File: config.mk
export PLATFORM = sky130hd
export DESIGN_NAME = tcp_torque_path
export DESIGN_NICKNAME = d
export VERILOG_FILES = /design/src/verilog/tcp_pkg.sv /design/src/verilog/tcp_torque_path.sv
export SDC_FILE = /design/constraint.sdc
export NUM_CORES = 2
export LEC_CHECK = 0
export BUFFER_PORTS_ARGS = -buffer_cell sky130_fd_sc_hd__buf_2
export CORE_AREA = 10 10 569 571
export DETAILED_ROUTE_END_ITERATION = 8
export DIE_AREA = 0 0 579 581
export GPL_TIMING_DRIVEN = 0
export PLACE_DENSITY = 0.44
export SLEW_MARGIN = 10
export SYNTH_ARGS = -nofsm -noshare
export SYNTH_HDL_FRONTEND = slang
export SYNTH_SLANG_ARGS = --single-unit
File: constraint.sdc
create_clock -name clk -period 191.6 [get_ports clk]
set_input_delay 19.16 -clock clk [delete_from_list [all_inputs] [get_ports clk]]
set_output_delay 19.16 -clock clk [all_outputs]
set_load 0.02 [all_outputs]
File: src/verilog/tcp_pkg.sv
// constants and carrier types for the torque command path
package tcp_pkg;

  // ----------------------------------------------------------------
  // timing
  // ----------------------------------------------------------------
  localparam int unsigned CLK_PERIOD_NS = 10; // 100 MHz drive clock
  localparam int unsigned FILT_UNIT_NS = 10000; // filter time unit, 0.01 ms
  localparam int unsigned TICK_CYCLES = FILT_UNIT_NS / CLK_PERIOD_NS; // cycles per filter step
  localparam int unsigned TICK_W = 10; // width of the step divider
  localparam logic [9:0] TICK_LAST = 10'(TICK_CYCLES - 1);

  // ----------------------------------------------------------------
  // register indices (plain port, 4-bit address)
  // ----------------------------------------------------------------
  localparam logic [3:0] ADDR_TORQUE_SOURCE_SELECT = 4'h0;
  localparam logic [3:0] ADDR_INTERNAL_TORQUE_SETPOINT = 4'h1;
  localparam logic [3:0] ADDR_ANALOG_CMD_BIAS = 4'h2;
  localparam logic [3:0] ADDR_ANALOG_CMD_FILTER_TIME = 4'h3;
  localparam logic [3:0] ADDR_ANALOG_CMD_DEAD_ZONE = 4'h4;
  localparam logic [3:0] ADDR_ANALOG_CMD_OFFSET_CAL = 4'h5;
  localparam logic [3:0] ADDR_TORQUE_FILTER_TIME = 4'h6;
  localparam logic [3:0] ADDR_LIMIT_SOURCE_SELECT = 4'h7;
  localparam logic [3:0] ADDR_FORWARD_LIMIT_VALUE = 4'h8;
  localparam logic [3:0] ADDR_REVERSE_LIMIT_VALUE = 4'h9;
  localparam logic [3:0] ADDR_DO_FUNCTION = 4'hA;
  localparam logic [3:0] ADDR_IRQ_STATUS = 4'hB;
  localparam logic [3:0] ADDR_IRQ_MASK = 4'hC;
  localparam logic [3:0] ADDR_TORQUE_OUT = 4'hD;

  // ----------------------------------------------------------------
  // reset values
  // ----------------------------------------------------------------
  localparam logic [15:0] RST_SOURCE_SELECT = 16'h0000;
  localparam logic [15:0] RST_SETPOINT = 16'h0000;
  localparam logic [15:0] RST_BIAS = 16'h0000;
  localparam logic [15:0] RST_AI_FILTER_TIME = 16'h00C8;
  localparam logic [15:0] RST_DEAD_ZONE = 16'h0014;
  localparam logic [15:0] RST_OFFSET_CAL = 16'h0000;
  localparam logic [15:0] RST_TORQUE_FILTER_TIME = 16'h0032;
  localparam logic [15:0] RST_LIMIT_SELECT = 16'h0000;
  localparam logic [15:0] RST_FORWARD_LIMIT = 16'h0BB8;
  localparam logic [15:0] RST_REVERSE_LIMIT = 16'h0BB8;
  localparam logic [15:0] RST_DO_FUNCTION = 16'h0000;
  localparam logic [1:0] RST_IRQ = 2'h0;

  // ----------------------------------------------------------------
  // ranges, encodings, scaling
  // ----------------------------------------------------------------
  localparam logic signed [15:0] TORQUE_MAX = 16'sh0BB8; // 300.0 % in 0.1 % steps
  localparam logic signed [15:0] BIAS_MAX = 16'sh1388; // 5000 mV
  localparam logic signed [15:0] OFFSET_MAX = 16'sh01F4; // 500 mV
  localparam logic signed [15:0] DEAD_ZONE_MAX = 16'sh03E8; // 1000 mV
  localparam logic signed [15:0] TQ_FILT_MIN = 16'sh000A; // 0.10 ms
  localparam logic signed [15:0] TQ_FILT_MAX = 16'sh09C4; // 25.00 ms
  localparam logic [15:0] SEL_INTERNAL = 16'h0000;
  localparam logic [15:0] SEL_ANALOG = 16'h0001;
  localparam logic [15:0] DO_FUNC_TORQUE_LIMIT = 16'h008B; // digital output function 139
  localparam int MV_TO_TQ_NUM = 3; // 10 V full scale maps to 300.0 %
  localparam int MV_TO_TQ_DEN = 10;
  localparam int FRAC = 8; // fraction bits of filter state
  localparam int ST_LIMIT_ENTER = 0; // status bit: clamp engaged
  localparam int ST_LIMIT_LEAVE = 1; // status bit: clamp released

  // ----------------------------------------------------------------
  // carriers
  // ----------------------------------------------------------------
  typedef struct packed {
    logic [3:0] addr;
    logic [15:0] wdata;
    logic wr;
    logic rd;
  } tcp_bus_t;

  typedef struct packed {
    logic valid;
    logic signed [15:0] cmd_mv;
    logic signed [15:0] lim_mv;
  } tcp_ai_t;

endpackage : tcp_pkg

File: src/verilog/tcp_torque_path.sv
// torque command path: source select, analog conditioning, filter, limit
//
// Behaviour
// selector 0 internal setpoint, 1 analog
// setpoint signed +/-3000, 0.1 % steps, reset 0
// analog channel one command, two limit
// subtract bias -5000..5000 mV after offset
// zero command inside dead zone, default 20
// zero-drift offset +/-500 mV subtracted always
// analog channel low-pass before bias, dead zone
// command low-pass, time 10..2500, default 50
// clamp to limit when magnitude exceeds it
// one limit set, never beyond 300.0 %
// limit selector 0 internal, 1 analog
// forward limit 0..3000, default 3000
// reverse limit 0..3000, default 3000
// analog limit from channel two torque
// limit flag, output on function 139
//
// Added by the designer: the register addresses and the strobed register port.
`timescale 1ns/100ps
module tcp_torque_path (
  // clock and reset
  input wire logic clk,
  input wire logic rst,
  // register port
  input wire tcp_pkg::tcp_bus_t bus,
  output logic [15:0] rd_data,
  // analog samples
  input wire tcp_pkg::tcp_ai_t ai,
  // torque result
  output logic signed [15:0] torque_cmd,
  output logic limit_active,
  output logic do_out,
  // interrupt
  output logic irq
);

  // ----------------------------------------------------------------
  // helpers
  // ----------------------------------------------------------------
  // saturate a signed value into [lo, hi]
  function automatic logic signed [15:0] sat(input logic signed [31:0] v,
                                             input logic signed [15:0] lo,
                                             input logic signed [15:0] hi);
    if (v < 32'(lo)) begin
      return lo;
    end else if (v > 32'(hi)) begin
      return hi;
    end
    return 16'(v);
  endfunction : sat

  // one first-order low-pass step; tau in filter units, zero passes through
  function automatic logic signed [31:0] lp_step(input logic signed [31:0] y,
                                                 input logic signed [15:0] x,
                                                 input logic [15:0] tau);
    logic signed [31:0] xs;
    xs = 32'(x) <<< tcp_pkg::FRAC;
    if (tau == 16'h0000) begin
      return xs;
    end
    return y + (xs - y) / $signed({16'h0000, tau});
  endfunction : lp_step

  // millivolts to torque in 0.1 % units, saturated to the rated band
  function automatic logic signed [15:0] mv_to_tq(input logic signed [31:0] mv);
    return sat((mv * tcp_pkg::MV_TO_TQ_NUM) / tcp_pkg::MV_TO_TQ_DEN,
               -tcp_pkg::TORQUE_MAX, tcp_pkg::TORQUE_MAX);
  endfunction : mv_to_tq

  // ----------------------------------------------------------------
  // registers
  // ----------------------------------------------------------------
  logic [15:0] src_sel_q; // command source selector
  logic signed [15:0] setpoint_q; // internal torque setpoint
  logic signed [15:0] bias_q; // analog bias, mV
  logic [15:0] ai_filt_time_q; // analog filter time, 0.01 ms
  logic signed [15:0] dead_zone_q; // dead zone half width, mV
  logic signed [15:0] offset_q; // zero-drift correction, mV
  logic [15:0] tq_filt_time_q; // command filter time, 0.01 ms
  logic [15:0] lim_sel_q; // limit source selector
  logic signed [15:0] fwd_lim_q; // forward limit
  logic signed [15:0] rev_lim_q; // reverse limit magnitude
  logic [15:0] do_func_q; // digital output function code
  logic [1:0] status_q; // sticky events
  logic [1:0] mask_q; // event enables
  logic [1:0] status_set; // events this cycle
  logic signed [15:0] wd; // write data as signed

  assign wd = $signed(bus.wdata);

  // software writes; values saturated to their legal range on entry, except analog filter time, DO function, IRQ mask and the selectors (bit 0 kept)
  always_ff @(posedge clk) begin
    if (rst) begin
      src_sel_q <= tcp_pkg::RST_SOURCE_SELECT;
      setpoint_q <= tcp_pkg::RST_SETPOINT;
      bias_q <= tcp_pkg::RST_BIAS;
      ai_filt_time_q <= tcp_pkg::RST_AI_FILTER_TIME;
      dead_zone_q <= tcp_pkg::RST_DEAD_ZONE;
      offset_q <= tcp_pkg::RST_OFFSET_CAL;
      tq_filt_time_q <= tcp_pkg::RST_TORQUE_FILTER_TIME;
      lim_sel_q <= tcp_pkg::RST_LIMIT_SELECT;
      fwd_lim_q <= tcp_pkg::RST_FORWARD_LIMIT;
      rev_lim_q <= tcp_pkg::RST_REVERSE_LIMIT;
      do_func_q <= tcp_pkg::RST_DO_FUNCTION;
      mask_q <= tcp_pkg::RST_IRQ;
    end else if (bus.wr) begin
      if (bus.addr == tcp_pkg::ADDR_TORQUE_SOURCE_SELECT) begin
        src_sel_q <= {15'h0000, bus.wdata[0]};
      end else if (bus.addr == tcp_pkg::ADDR_INTERNAL_TORQUE_SETPOINT) begin
        setpoint_q <= sat(32'(wd), -tcp_pkg::TORQUE_MAX, tcp_pkg::TORQUE_MAX);
      end else if (bus.addr == tcp_pkg::ADDR_ANALOG_CMD_BIAS) begin
        bias_q <= sat(32'(wd), -tcp_pkg::BIAS_MAX, tcp_pkg::BIAS_MAX);
      end else if (bus.addr == tcp_pkg::ADDR_ANALOG_CMD_FILTER_TIME) begin
        ai_filt_time_q <= bus.wdata;
      end else if (bus.addr == tcp_pkg::ADDR_ANALOG_CMD_DEAD_ZONE) begin
        dead_zone_q <= sat(32'(wd), 16'sh0000, tcp_pkg::DEAD_ZONE_MAX);
      end else if (bus.addr == tcp_pkg::ADDR_ANALOG_CMD_OFFSET_CAL) begin
        offset_q <= sat(32'(wd), -tcp_pkg::OFFSET_MAX, tcp_pkg::OFFSET_MAX);
      end else if (bus.addr == tcp_pkg::ADDR_TORQUE_FILTER_TIME) begin
        tq_filt_time_q <= sat(32'(bus.wdata), tcp_pkg::TQ_FILT_MIN, tcp_pkg::TQ_FILT_MAX);
      end else if (bus.addr == tcp_pkg::ADDR_LIMIT_SOURCE_SELECT) begin
        lim_sel_q <= {15'h0000, bus.wdata[0]};
      end else if (bus.addr == tcp_pkg::ADDR_FORWARD_LIMIT_VALUE) begin
        fwd_lim_q <= sat(32'(wd), 16'sh0000, tcp_pkg::TORQUE_MAX);
      end else if (bus.addr == tcp_pkg::ADDR_REVERSE_LIMIT_VALUE) begin
        rev_lim_q <= sat(32'(wd), 16'sh0000, tcp_pkg::TORQUE_MAX);
      end else if (bus.addr == tcp_pkg::ADDR_DO_FUNCTION) begin
        do_func_q <= bus.wdata;
      end else if (bus.addr == tcp_pkg::ADDR_IRQ_MASK) begin
        mask_q <= bus.wdata[1:0];
      end
    end
  end

  // sticky status: a new event wins over a same-cycle write-one clear
  always_ff @(posedge clk) begin
    if (rst) begin
      status_q <= tcp_pkg::RST_IRQ;
    end else if (bus.wr && bus.addr == tcp_pkg::ADDR_IRQ_STATUS) begin
      status_q <= (status_q & ~bus.wdata[1:0]) | status_set;
    end else begin
      status_q <= status_q | status_set;
    end
  end

  // ----------------------------------------------------------------
  // filter step divider
  // ----------------------------------------------------------------
  logic [tcp_pkg::TICK_W-1:0] tick_cnt_q; // counts clocks per 0.01 ms
  logic tick_q; // one-cycle filter step enable

  // both filters step together so their time constants share one unit
  always_ff @(posedge clk) begin
    if (rst) begin
      tick_cnt_q <= '0;
      tick_q <= 1'b0;
    end else if (tick_cnt_q == tcp_pkg::TICK_LAST) begin
      tick_cnt_q <= '0;
      tick_q <= 1'b1;
    end else begin
      tick_cnt_q <= tick_cnt_q + 1'b1;
      tick_q <= 1'b0;
    end
  end

  // ----------------------------------------------------------------
  // analog sampling and conditioning
  // ----------------------------------------------------------------
  logic signed [15:0] ai_cmd_q; // latest command channel sample
  logic signed [15:0] ai_lim_q; // latest limit channel sample
  logic signed [31:0] ai_filt_q; // filtered command channel, FRAC bits
  logic signed [31:0] ai_corr; // after offset and bias, mV
  logic signed [31:0] ai_abs; // magnitude of corrected input
  logic signed [15:0] ana_tq; // analog-derived command

  // both channels arrive together on one strobe; hold the last pair
  always_ff @(posedge clk) begin
    if (rst) begin
      ai_cmd_q <= 16'sh0000;
      ai_lim_q <= 16'sh0000;
    end else if (ai.valid) begin
      ai_cmd_q <= ai.cmd_mv;
      ai_lim_q <= ai.lim_mv;
    end
  end

  // smoothing ahead of correction keeps noise out of the dead-zone test
  always_ff @(posedge clk) begin
    if (rst) begin
      ai_filt_q <= '0;
    end else if (tick_q) begin
      ai_filt_q <= lp_step(ai_filt_q, ai_cmd_q, ai_filt_time_q);
    end
  end

  // offset first, then bias, then dead zone
  always_comb begin
    ai_corr = (ai_filt_q >>> tcp_pkg::FRAC) - 32'(offset_q);
    ai_corr = ai_corr - 32'(bias_q);
    ai_abs = (ai_corr < 0) ? -ai_corr : ai_corr;
    if (ai_abs <= 32'(dead_zone_q)) begin
      ana_tq = 16'sh0000;
    end else begin
      ana_tq = mv_to_tq(ai_corr);
    end
  end

  // ----------------------------------------------------------------
  // source select and command filter
  // ----------------------------------------------------------------
  logic signed [15:0] sel_cmd; // chosen raw command
  logic signed [31:0] tq_filt_q; // filtered command, FRAC bits
  logic signed [15:0] filt_cmd; // filtered command, integer

  assign sel_cmd = (src_sel_q == tcp_pkg::SEL_ANALOG) ? ana_tq : setpoint_q;

  // changing the filter time only alters the step size, no jump at the output
  always_ff @(posedge clk) begin
    if (rst) begin
      tq_filt_q <= '0;
    end else if (tick_q) begin
      tq_filt_q <= lp_step(tq_filt_q, sel_cmd, tq_filt_time_q);
    end
  end

  assign filt_cmd = 16'(tq_filt_q >>> tcp_pkg::FRAC);

  // ----------------------------------------------------------------
  // limit selection and clamp
  // ----------------------------------------------------------------
  logic signed [15:0] ext_lim; // magnitude from the limit channel
  logic signed [15:0] pos_lim; // active forward bound
  logic signed [15:0] neg_lim; // active reverse bound magnitude
  logic signed [15:0] clamp_cmd; // command after clamp
  logic clipped; // clamp engaged this cycle
  logic signed [15:0] torque_cmd_q;
  logic limit_active_q;
  logic do_out_q;
  logic irq_q;
  logic [15:0] rd_data_q;

  // analog limit is symmetric: the sign of the input voltage is ignored
  always_comb begin
    ext_lim = mv_to_tq(32'(ai_lim_q));
    if (ext_lim < 16'sh0000) begin
      ext_lim = -ext_lim;
    end
  end

  // only one set of bounds is ever in force
  assign pos_lim = (lim_sel_q == tcp_pkg::SEL_ANALOG) ? ext_lim : fwd_lim_q;
  assign neg_lim = (lim_sel_q == tcp_pkg::SEL_ANALOG) ? ext_lim : rev_lim_q;

  always_comb begin
    clipped = 1'b0;
    clamp_cmd = filt_cmd;
    if (filt_cmd > pos_lim) begin
      clamp_cmd = pos_lim;
      clipped = 1'b1;
    end else if (filt_cmd < -neg_lim) begin
      clamp_cmd = -neg_lim;
      clipped = 1'b1;
    end
  end

  // events on clamp entry and release
  assign status_set[tcp_pkg::ST_LIMIT_ENTER] = clipped & ~limit_active_q;
  assign status_set[tcp_pkg::ST_LIMIT_LEAVE] = ~clipped & limit_active_q;

  // registered outputs
  always_ff @(posedge clk) begin
    if (rst) begin
      torque_cmd_q <= 16'sh0000;
      limit_active_q <= 1'b0;
      do_out_q <= 1'b0;
    end else begin
      torque_cmd_q <= clamp_cmd;
      limit_active_q <= clipped;
      do_out_q <= clipped && (do_func_q == tcp_pkg::DO_FUNC_TORQUE_LIMIT);
    end
  end

  // interrupt level follows unmasked status one cycle later
  always_ff @(posedge clk) begin
    if (rst) begin
      irq_q <= 1'b0;
    end else begin
      irq_q <= |(status_q & mask_q);
    end
  end

  // ----------------------------------------------------------------
  // read port; unmapped addresses read zero
  // ----------------------------------------------------------------
  always_ff @(posedge clk) begin
    if (rst) begin
      rd_data_q <= 16'h0000;
    end else if (!bus.rd) begin
      rd_data_q <= 16'h0000;
    end else if (bus.addr == tcp_pkg::ADDR_TORQUE_SOURCE_SELECT) begin
      rd_data_q <= src_sel_q;
    end else if (bus.addr == tcp_pkg::ADDR_INTERNAL_TORQUE_SETPOINT) begin
      rd_data_q <= setpoint_q;
    end else if (bus.addr == tcp_pkg::ADDR_ANALOG_CMD_BIAS) begin
      rd_data_q <= bias_q;
    end else if (bus.addr == tcp_pkg::ADDR_ANALOG_CMD_FILTER_TIME) begin
      rd_data_q <= ai_filt_time_q;
    end else if (bus.addr == tcp_pkg::ADDR_ANALOG_CMD_DEAD_ZONE) begin
      rd_data_q <= dead_zone_q;
    end else if (bus.addr == tcp_pkg::ADDR_ANALOG_CMD_OFFSET_CAL) begin
      rd_data_q <= offset_q;
    end else if (bus.addr == tcp_pkg::ADDR_TORQUE_FILTER_TIME) begin
      rd_data_q <= tq_filt_time_q;
    end else if (bus.addr == tcp_pkg::ADDR_LIMIT_SOURCE_SELECT) begin
      rd_data_q <= lim_sel_q;
    end else if (bus.addr == tcp_pkg::ADDR_FORWARD_LIMIT_VALUE) begin
      rd_data_q <= fwd_lim_q;
    end else if (bus.addr == tcp_pkg::ADDR_REVERSE_LIMIT_VALUE) begin
      rd_data_q <= rev_lim_q;
    end else if (bus.addr == tcp_pkg::ADDR_DO_FUNCTION) begin
      rd_data_q <= do_func_q;
    end else if (bus.addr == tcp_pkg::ADDR_IRQ_STATUS) begin
      rd_data_q <= {14'h0000, status_q};
    end else if (bus.addr == tcp_pkg::ADDR_IRQ_MASK) begin
      rd_data_q <= {14'h0000, mask_q};
    end else if (bus.addr == tcp_pkg::ADDR_TORQUE_OUT) begin
      rd_data_q <= {limit_active_q, torque_cmd_q[14:0]};
    end else begin
      rd_data_q <= 16'h0000;
    end
  end

  assign rd_data = rd_data_q;
  assign torque_cmd = torque_cmd_q;
  assign limit_active = limit_active_q;
  assign do_out = do_out_q;
  assign irq = irq_q;
endmodule : tcp_torque_path

## Word-level counts from Yosys, hierarchy flattened

Index checks and enable logic that the tools add are counted.

| storage, ports and cells | value |
|---|---|
| register bits after elaboration | 292 |
| input port bits | 57 |
| output and inout port bits | 35 |
| word-level logic and storage cells | 249 |

| operators by class | value |
|---|---|
| add/sub/neg operators | 10 |
| multipliers | 2 |
| div/mod/pow operators | 4 |
| $lt $le $gt $ge | 19 |
| equality and inequality tests | 15 |
| multiplexer cells | 132 |
| bitwise operators | 21 |
| reductions and logical operators | 21 |

Operators by type and width:

| operator | count |
|---|---|
| 16-bit 2-to-1 mux | 44 |
| 32-bit 2-to-1 mux | 5 |
| 1-bit 2-to-1 mux | 82 |
| 32-bit adder | 2 |
| 32-bit by 17-bit divider with 32-bit output | 2 |
| 32-bit by 5-bit divider with 32-bit output (second input constant) | 2 |
| 32-bit by 13-bit greater-than comparator with 1-bit output (second input constant) | 2 |
| 32-bit by 13-bit < comparator with 1-bit output (second input constant) | 2 |
| 24-bit by 32-bit subtractor with 32-bit output | 2 |
| 32-bit by 16-bit less-or-equal comparator with 1-bit output | 1 |
| 16-bit logical NOT | 2 |
| 16-bit by 1-bit < comparator with 1-bit output (second input constant) | 2 |
| 16-bit negator | 2 |
| 26-bit negator with 32-bit output | 1 |
| 26-bit by 3-bit multiplier with 29-bit output (second input constant) | 1 |
| 26-bit by 1-bit < comparator with 1-bit output (second input constant) | 1 |
| 25-bit by 16-bit subtractor with 26-bit output | 1 |
| 24-bit by 16-bit subtractor with 25-bit output | 1 |
| 4-bit == test (second input constant) | 6 |
| 16-bit by 3-bit multiplier with 19-bit output (second input constant) | 1 |
| 16-bit by 8-bit == test with 1-bit output (second input constant) | 1 |
| 4-bit by 3-bit == test with 1-bit output (second input constant) | 4 |
| 16-bit by 10-bit greater-than comparator with 1-bit output (second input constant) | 1 |
| 16-bit by 11-bit greater-than comparator with 1-bit output (second input constant) | 1 |
| 35 further kinds | 55 |

## Depth between registers and ports, before layout

| depth | value |
|---|---|
| depth after elaboration | 17 |
| gate-level depth with buffers | 903 |
| gate-level depth less buffers | 845 |

## Worst setup path after synthesis

OpenSTA, ideal clock, no wires.

| timing path | value |
|---|---|
| kind | reg-to-reg |
| start point | register bias_q[0] |
| end point | register tq_filt_q[31] |
| library setup time | 0.132 ns |
| arrival time | 145.533 ns |
| required time | 191.468 ns |
| slack | 45.935 ns |
| cell stages (with the launch flop) | 889 |
| path buffers | 61 |
| clock period less this slack | 145.665 ns |
| cell sequence | dfxtp_1 inv_1 fa_1 fa_1 a21o_1 a21oi_1 o21bai_1 a21oi_1 o21bai_1 a21oi_1 o21bai_1 a21oi_1 o21bai_1 a21oi_1 o21bai_1 a21oi_1 o21bai_1 a21oi_1 [... 853 more ...] o21bai_1 a21oi_1 o21bai_1 a21oi_1 o21bai_1 a21oi_1 nor2b_1 o21ai_0 nand2b_1 a21o_1 a21o_1 a21o_1 a21oi_1 xor2_1 xnor2_1 xnor2_1 o21ai_1 a21oi_1 |

| on the way | value |
|---|---|
| word-level cells in the longest chain between the ends | 14 |
| elaborated cells between the ends (all ways) | 21 |
| classes of those cells | 4 x add/sub; 1 x mul; 2 x div; 4 x order compare; 10 x mux |

RTL lines:

| what | RTL line | text |
|---|---|---|
| start, declared | tcp_torque_path.sv:77 | `logic signed [15:0] bias_q;` |
| start signal, assigned | tcp_torque_path.sv:98 | `bias_q <= tcp_pkg::RST_BIAS;` |
| start signal, assigned | tcp_torque_path.sv:114 | `bias_q <= sat(32'(wd), -tcp_pkg::BIAS_MAX, tcp_pkg::BIAS_MAX);` |
| 25-bit by 16-bit subtractor with 26-bit output (*) | tcp_torque_path.sv:201 | `ai_corr = ai_corr - 32'(bias_q);` |
| 26-bit by 3-bit multiplier with 29-bit output | tcp_torque_path.sv:68 | `return sat((mv * tcp_pkg::MV_TO_TQ_NUM) / tcp_pkg::MV_TO_TQ_DEN,` |
| 32-bit by 5-bit divider with 32-bit output | tcp_torque_path.sv:68 |  |
| 32-bit by 13-bit greater-than comparator with 1-bit output | tcp_torque_path.sv:48 | `end else if (v > 32'(hi)) begin` |
| 1-bit 2-to-1 mux | tcp_torque_path.sv:48 |  |
| 1-bit 2-to-1 mux | tcp_torque_path.sv:46 | `if (v < 32'(lo)) begin` |
| 1-bit 2-to-1 mux | tcp_torque_path.sv:203 | `if (ai_abs <= 32'(dead_zone_q)) begin` |
| 16-bit 2-to-1 mux | tcp_torque_path.sv:51 | `return 16'(v);` |
| 16-bit 2-to-1 mux (*) | tcp_torque_path.sv:203 |  |
| 16-bit 2-to-1 mux (*) | tcp_torque_path.sv:217 | `assign sel_cmd = (src_sel_q == tcp_pkg::SEL_ANALOG) ? ana_tq : setpoint_q;` |
| 24-bit by 32-bit subtractor with 32-bit output | tcp_torque_path.sv:63 | `return y + (xs - y) / $signed({16'h0000, tau});` |
| 32-bit by 17-bit divider with 32-bit output | tcp_torque_path.sv:63 |  |
| 32-bit adder | tcp_torque_path.sv:63 |  |
| 32-bit 2-to-1 mux (*) | tcp_torque_path.sv:63 |  |
| end signal, assigned | tcp_torque_path.sv:224 | `tq_filt_q <= lp_step(tq_filt_q, sel_cmd, tq_filt_time_q);` |
| end, declared | tcp_torque_path.sv:214 | `logic signed [31:0] tq_filt_q;` |

Mark *: on every way between the ends. The rest lies on a longest branch, timed or not. The select of a mux whose other input is x is not followed.
A chain may end at the register's enable or synchronous reset.

==> summary.md <==
| Metric | Value |
|---|---|
| Slew Limit Fails | 0 |
| Post-layout worst setup margin | 17.31 ns |
| Sinks on Clock Net | 292 |
| Cell family with most CP delay | compound AO/OA/AOI/OAI gates |
| Placed instance area | 80,630 µm² |
| Placer Congestion | 0.9533 |
| Filler cell count | 34,930 |
| Status | finished, final reports clean |
| Avg Cell Area, Syn | 7.120 µm² |
| Via Count | 76,670 |
| Fin. Hold Viols | 0 |
| WL final | 285,800 µm |
| Syn-to-layout area delta | 10.25% |
| Core box area | 311,400 µm² |
| Worst path slowest cell | a2111oi_4 |
| Worst path max stage delay | 0.63 ns |
| CTS H-tree depth | 2 |
| Ranking of synthesized cells by area | ha_1 (18%), dfxtp_1 (7.8%), xnor2_1 (6.1%), a21oi_1 (5.8%), nor2_1 (5.4%) |
| Most used cell along the critical path | a21oi_1 |
| Synth Register Bits | 292 |
| Crit end category | flip-flop |
| Synth Warn # | 0 |
| Library cells used by synthesis | 147 |
| Async SR Flop Fraction | 0 |
| Chip Width | 579 µm |
| Fin crit period | 174.29 ns |
| CP bufs+invs | 195 |
| Synthesized instance count | 10,480 |
| Global-route wire length before repair | 438,600 µm |
| Synth area leader | ha_1 |
| Actual slew at the worst max-slew pin | 1.321 ns |
| WP data required | 192.07 ns |
| Final instance area | 82,270 µm² |
| Clock Latency Late Sink | 0.62 ns |
| DRT iter0 DRCs | 5,082 |
| Final Setup Violations | 0 |
| Metal-1 WL | 134,000 µm |
| Utilization after layout | 0.2642 |
| Vias/cell | 5.172 |
| Crit path launch type | flip-flop |
| Post-Syn Area | 74,620 µm² |
| Synth Flop Type | dfxtp_1 |
| Residual DRC | 0 |
| CTS tree | yes |
| RSZ-0062 raised after global routing | no |
| Vias in the first global route | 72,920 |
| Initial antenna violation count | 30 |
| Fmax | 5.738 MHz |
| Fin crit share | 0.9097 |
| Initial Utilization | 0.2396 |
| Clock Path Buffers | 3 |
| I/O pins | 92 |
| Setup CP Type | flip-flop to flip-flop |
| Avg WL per Cell | 19.28 µm |
| Overall Global Routing Usage | 0.1613 |
| Max layer used | met5 |
| IO Port Bufs | 86 |
| Grt total ovfl | 0 |
| TritonCTS buffer count | 39 |
| NumNets Final | 11,800 |
| Die area | 336,400 µm² |
| Area share of the largest cell type after synthesis | 0.1799 |
| Max Cap Violations | 0 |
| DR WL met2 | 132,000 µm |
| Slew HR | 0.1190 |
| Clock-pin slew on the worst setup and hold paths | 0.06 ns |
| DRT antenna net count | 0 |
| Post-DP HPWL | 239,900 µm |
| Number of synthesized flops with an enable pin | 0 |
| Die height | 581 µm |
| Critical Path AT | 174.76 ns |
| Drt first pass iters | 5 |
| Crit Path Max Fanout | 10 |
| Row count | 205 |
| Worst min path class | flip-flop to flip-flop |
| Pre-CTS setup slack | 11.43 ns |
| Largest net degree at the start of global routing | 33 |
| Detail Route met3 WL | 10,060 µm |
| Fin Clk Skew | 0.05364 ns |
| Root Driver | clkbuf_16 |
| Layout cell share with drive strength beyond 1 | 0.06890 |
| Register area share after synthesis | 0.07834 |
| Setup tns final | 0 ns |
[state kept, by name, summed over array words and instances (netlist names), 2 cells and up]
| register | cells |
|---|---|
| torque_cmd | 16 |
| ai_cmd_q | 16 |
| status_q | 2 |
| ai_lim_q | 16 |
| bias_q | 16 |
| do_func_q | 16 |
| tq_filt_time_q | 16 |
| ai_filt_time_q | 16 |
| tq_filt_q | 32 |
| rd_data | 16 |
| dead_zone_q | 16 |
| mask_q | 2 |
| rev_lim_q | 16 |
| setpoint_q | 16 |
| tick_cnt_q | 10 |
| fwd_lim_q | 16 |
| ai_filt_q | 32 |
| offset_q | 16 |
[kinds of logic after synthesis]
family          count (synthesis)  synth area share
compound gates               3230            0.2920
xor+xnor                      828           0.09738
fa+ha+maj                    1114            0.1892
buf+inv                       916           0.04706
flops                         292           0.07834
mux                           369           0.05424
other cells                     1        0.00005025
simple gates                 3730            0.2417
[Yosys cell counts (85+ instances only)]
master,number
a211oi_1,92
dfxtp_1,292
a31oi_1,110
a21oi_1,865
nor2_1,1074
o211ai_1,85
a21o_1,201
o21ai_0,451
o21bai_1,104
nand2_1,895
or2_2,89
xnor2_1,523
or3_1,126
xor2_1,303
and2_1,91
mux2_2,218
nor3_1,586
o21a_1,503
nand4_1,91
nand2b_1,126
mux2i_1,140
nor2b_1,141
ha_1,1073
nand3_1,163
o31ai_1,197
inv_1,540
clkbuf_1,300
[routing by layer]
metal	up-vias	GRT usage
met5	-	0
met4	16	0.04837
li1	39040	-
met3	288	0.01309
met1	35990	0.2159
met2	1345	0.2740
[layout by cell type (no fill, tap or decap), drive strengths merged, types with 28 or more instances in the layout]
master	n
nor3	593
ha	1073
o21a	504
a21oi	867
or4	28
a21o	202
o21ai	491
and2	96
nand2	900
inv	546
clkbuf	348
a22oi	28
and4	31
a311oi	33
and3	83
or2	93
o31ai	201
buf	186
fa	28
nor4	80
a31oi	113
xor2	304
a221oi	39
nor2	1079
dfxtp	292
nor2b	141
mux2i	141
nand3	163
a211oi	100
o211ai	87
xnor2	524
nand2b	126
a21boi	49
or3	126
nand4	94
a2111oi	30
nor3b	35
mux2	224
o22ai	45
o21bai	105
[path summary, 6_finish.rpt]
| check | cells past startpoint | endpoint | slack (ns) | start |
|---|---|---|---|---|
| setup / recovery | 907 | tq_filt_q[31] | 17.31 | ai_filt_q[10] |
| hold / removal | 1 | tick_cnt_q[0] | 0.45 | tick_cnt_q[0] |
| setup reg to reg | 883 | tq_filt_q[31] | 17.31 | ai_filt_q[10] |
| hold reg to reg | 1 | tick_cnt_q[0] | 0.45 | tick_cnt_q[0] |
[area by class of cell]
cell class / count / area, µm² / share of cell area
diodes: 17 / 42.54 / 0.0005171
plain buffers: 373 / 1496 / 0.01819
clock buffers: 48 / 1080 / 0.01312
clock inverters: 23 / 301.5 / 0.003665
inverters: 543 / 2038 / 0.02477
multi-input cells: 9275 / 65440 / 0.7954
flip-flops and latches: 292 / 5846 / 0.07105
well taps: 4140 / 5180 / 0.06296
repair buffers: 114 / 848.3 / 0.01031
[stage by stage]
stage / cells / hold slack [ns]
after floorplan: 10480 / 0.4132
after global placement: 14710 / 0.4293
after detailed placement: 14730 / 0.4359
after CTS: 14800 / 0.4484
after global routing: 14820 / 0.4651
final: 14830 / 0.4476
[what timing repair did]
item	in CTS	in global routing
gates resized for setup	0	61
endpoints found under the setup margin	0	32
hold buffers	0	0
setup buffers	0	9
Power is left out: the tool's default activity adds up to more than one toggle a clock period on the data nets, which glitch-free logic cannot reach.
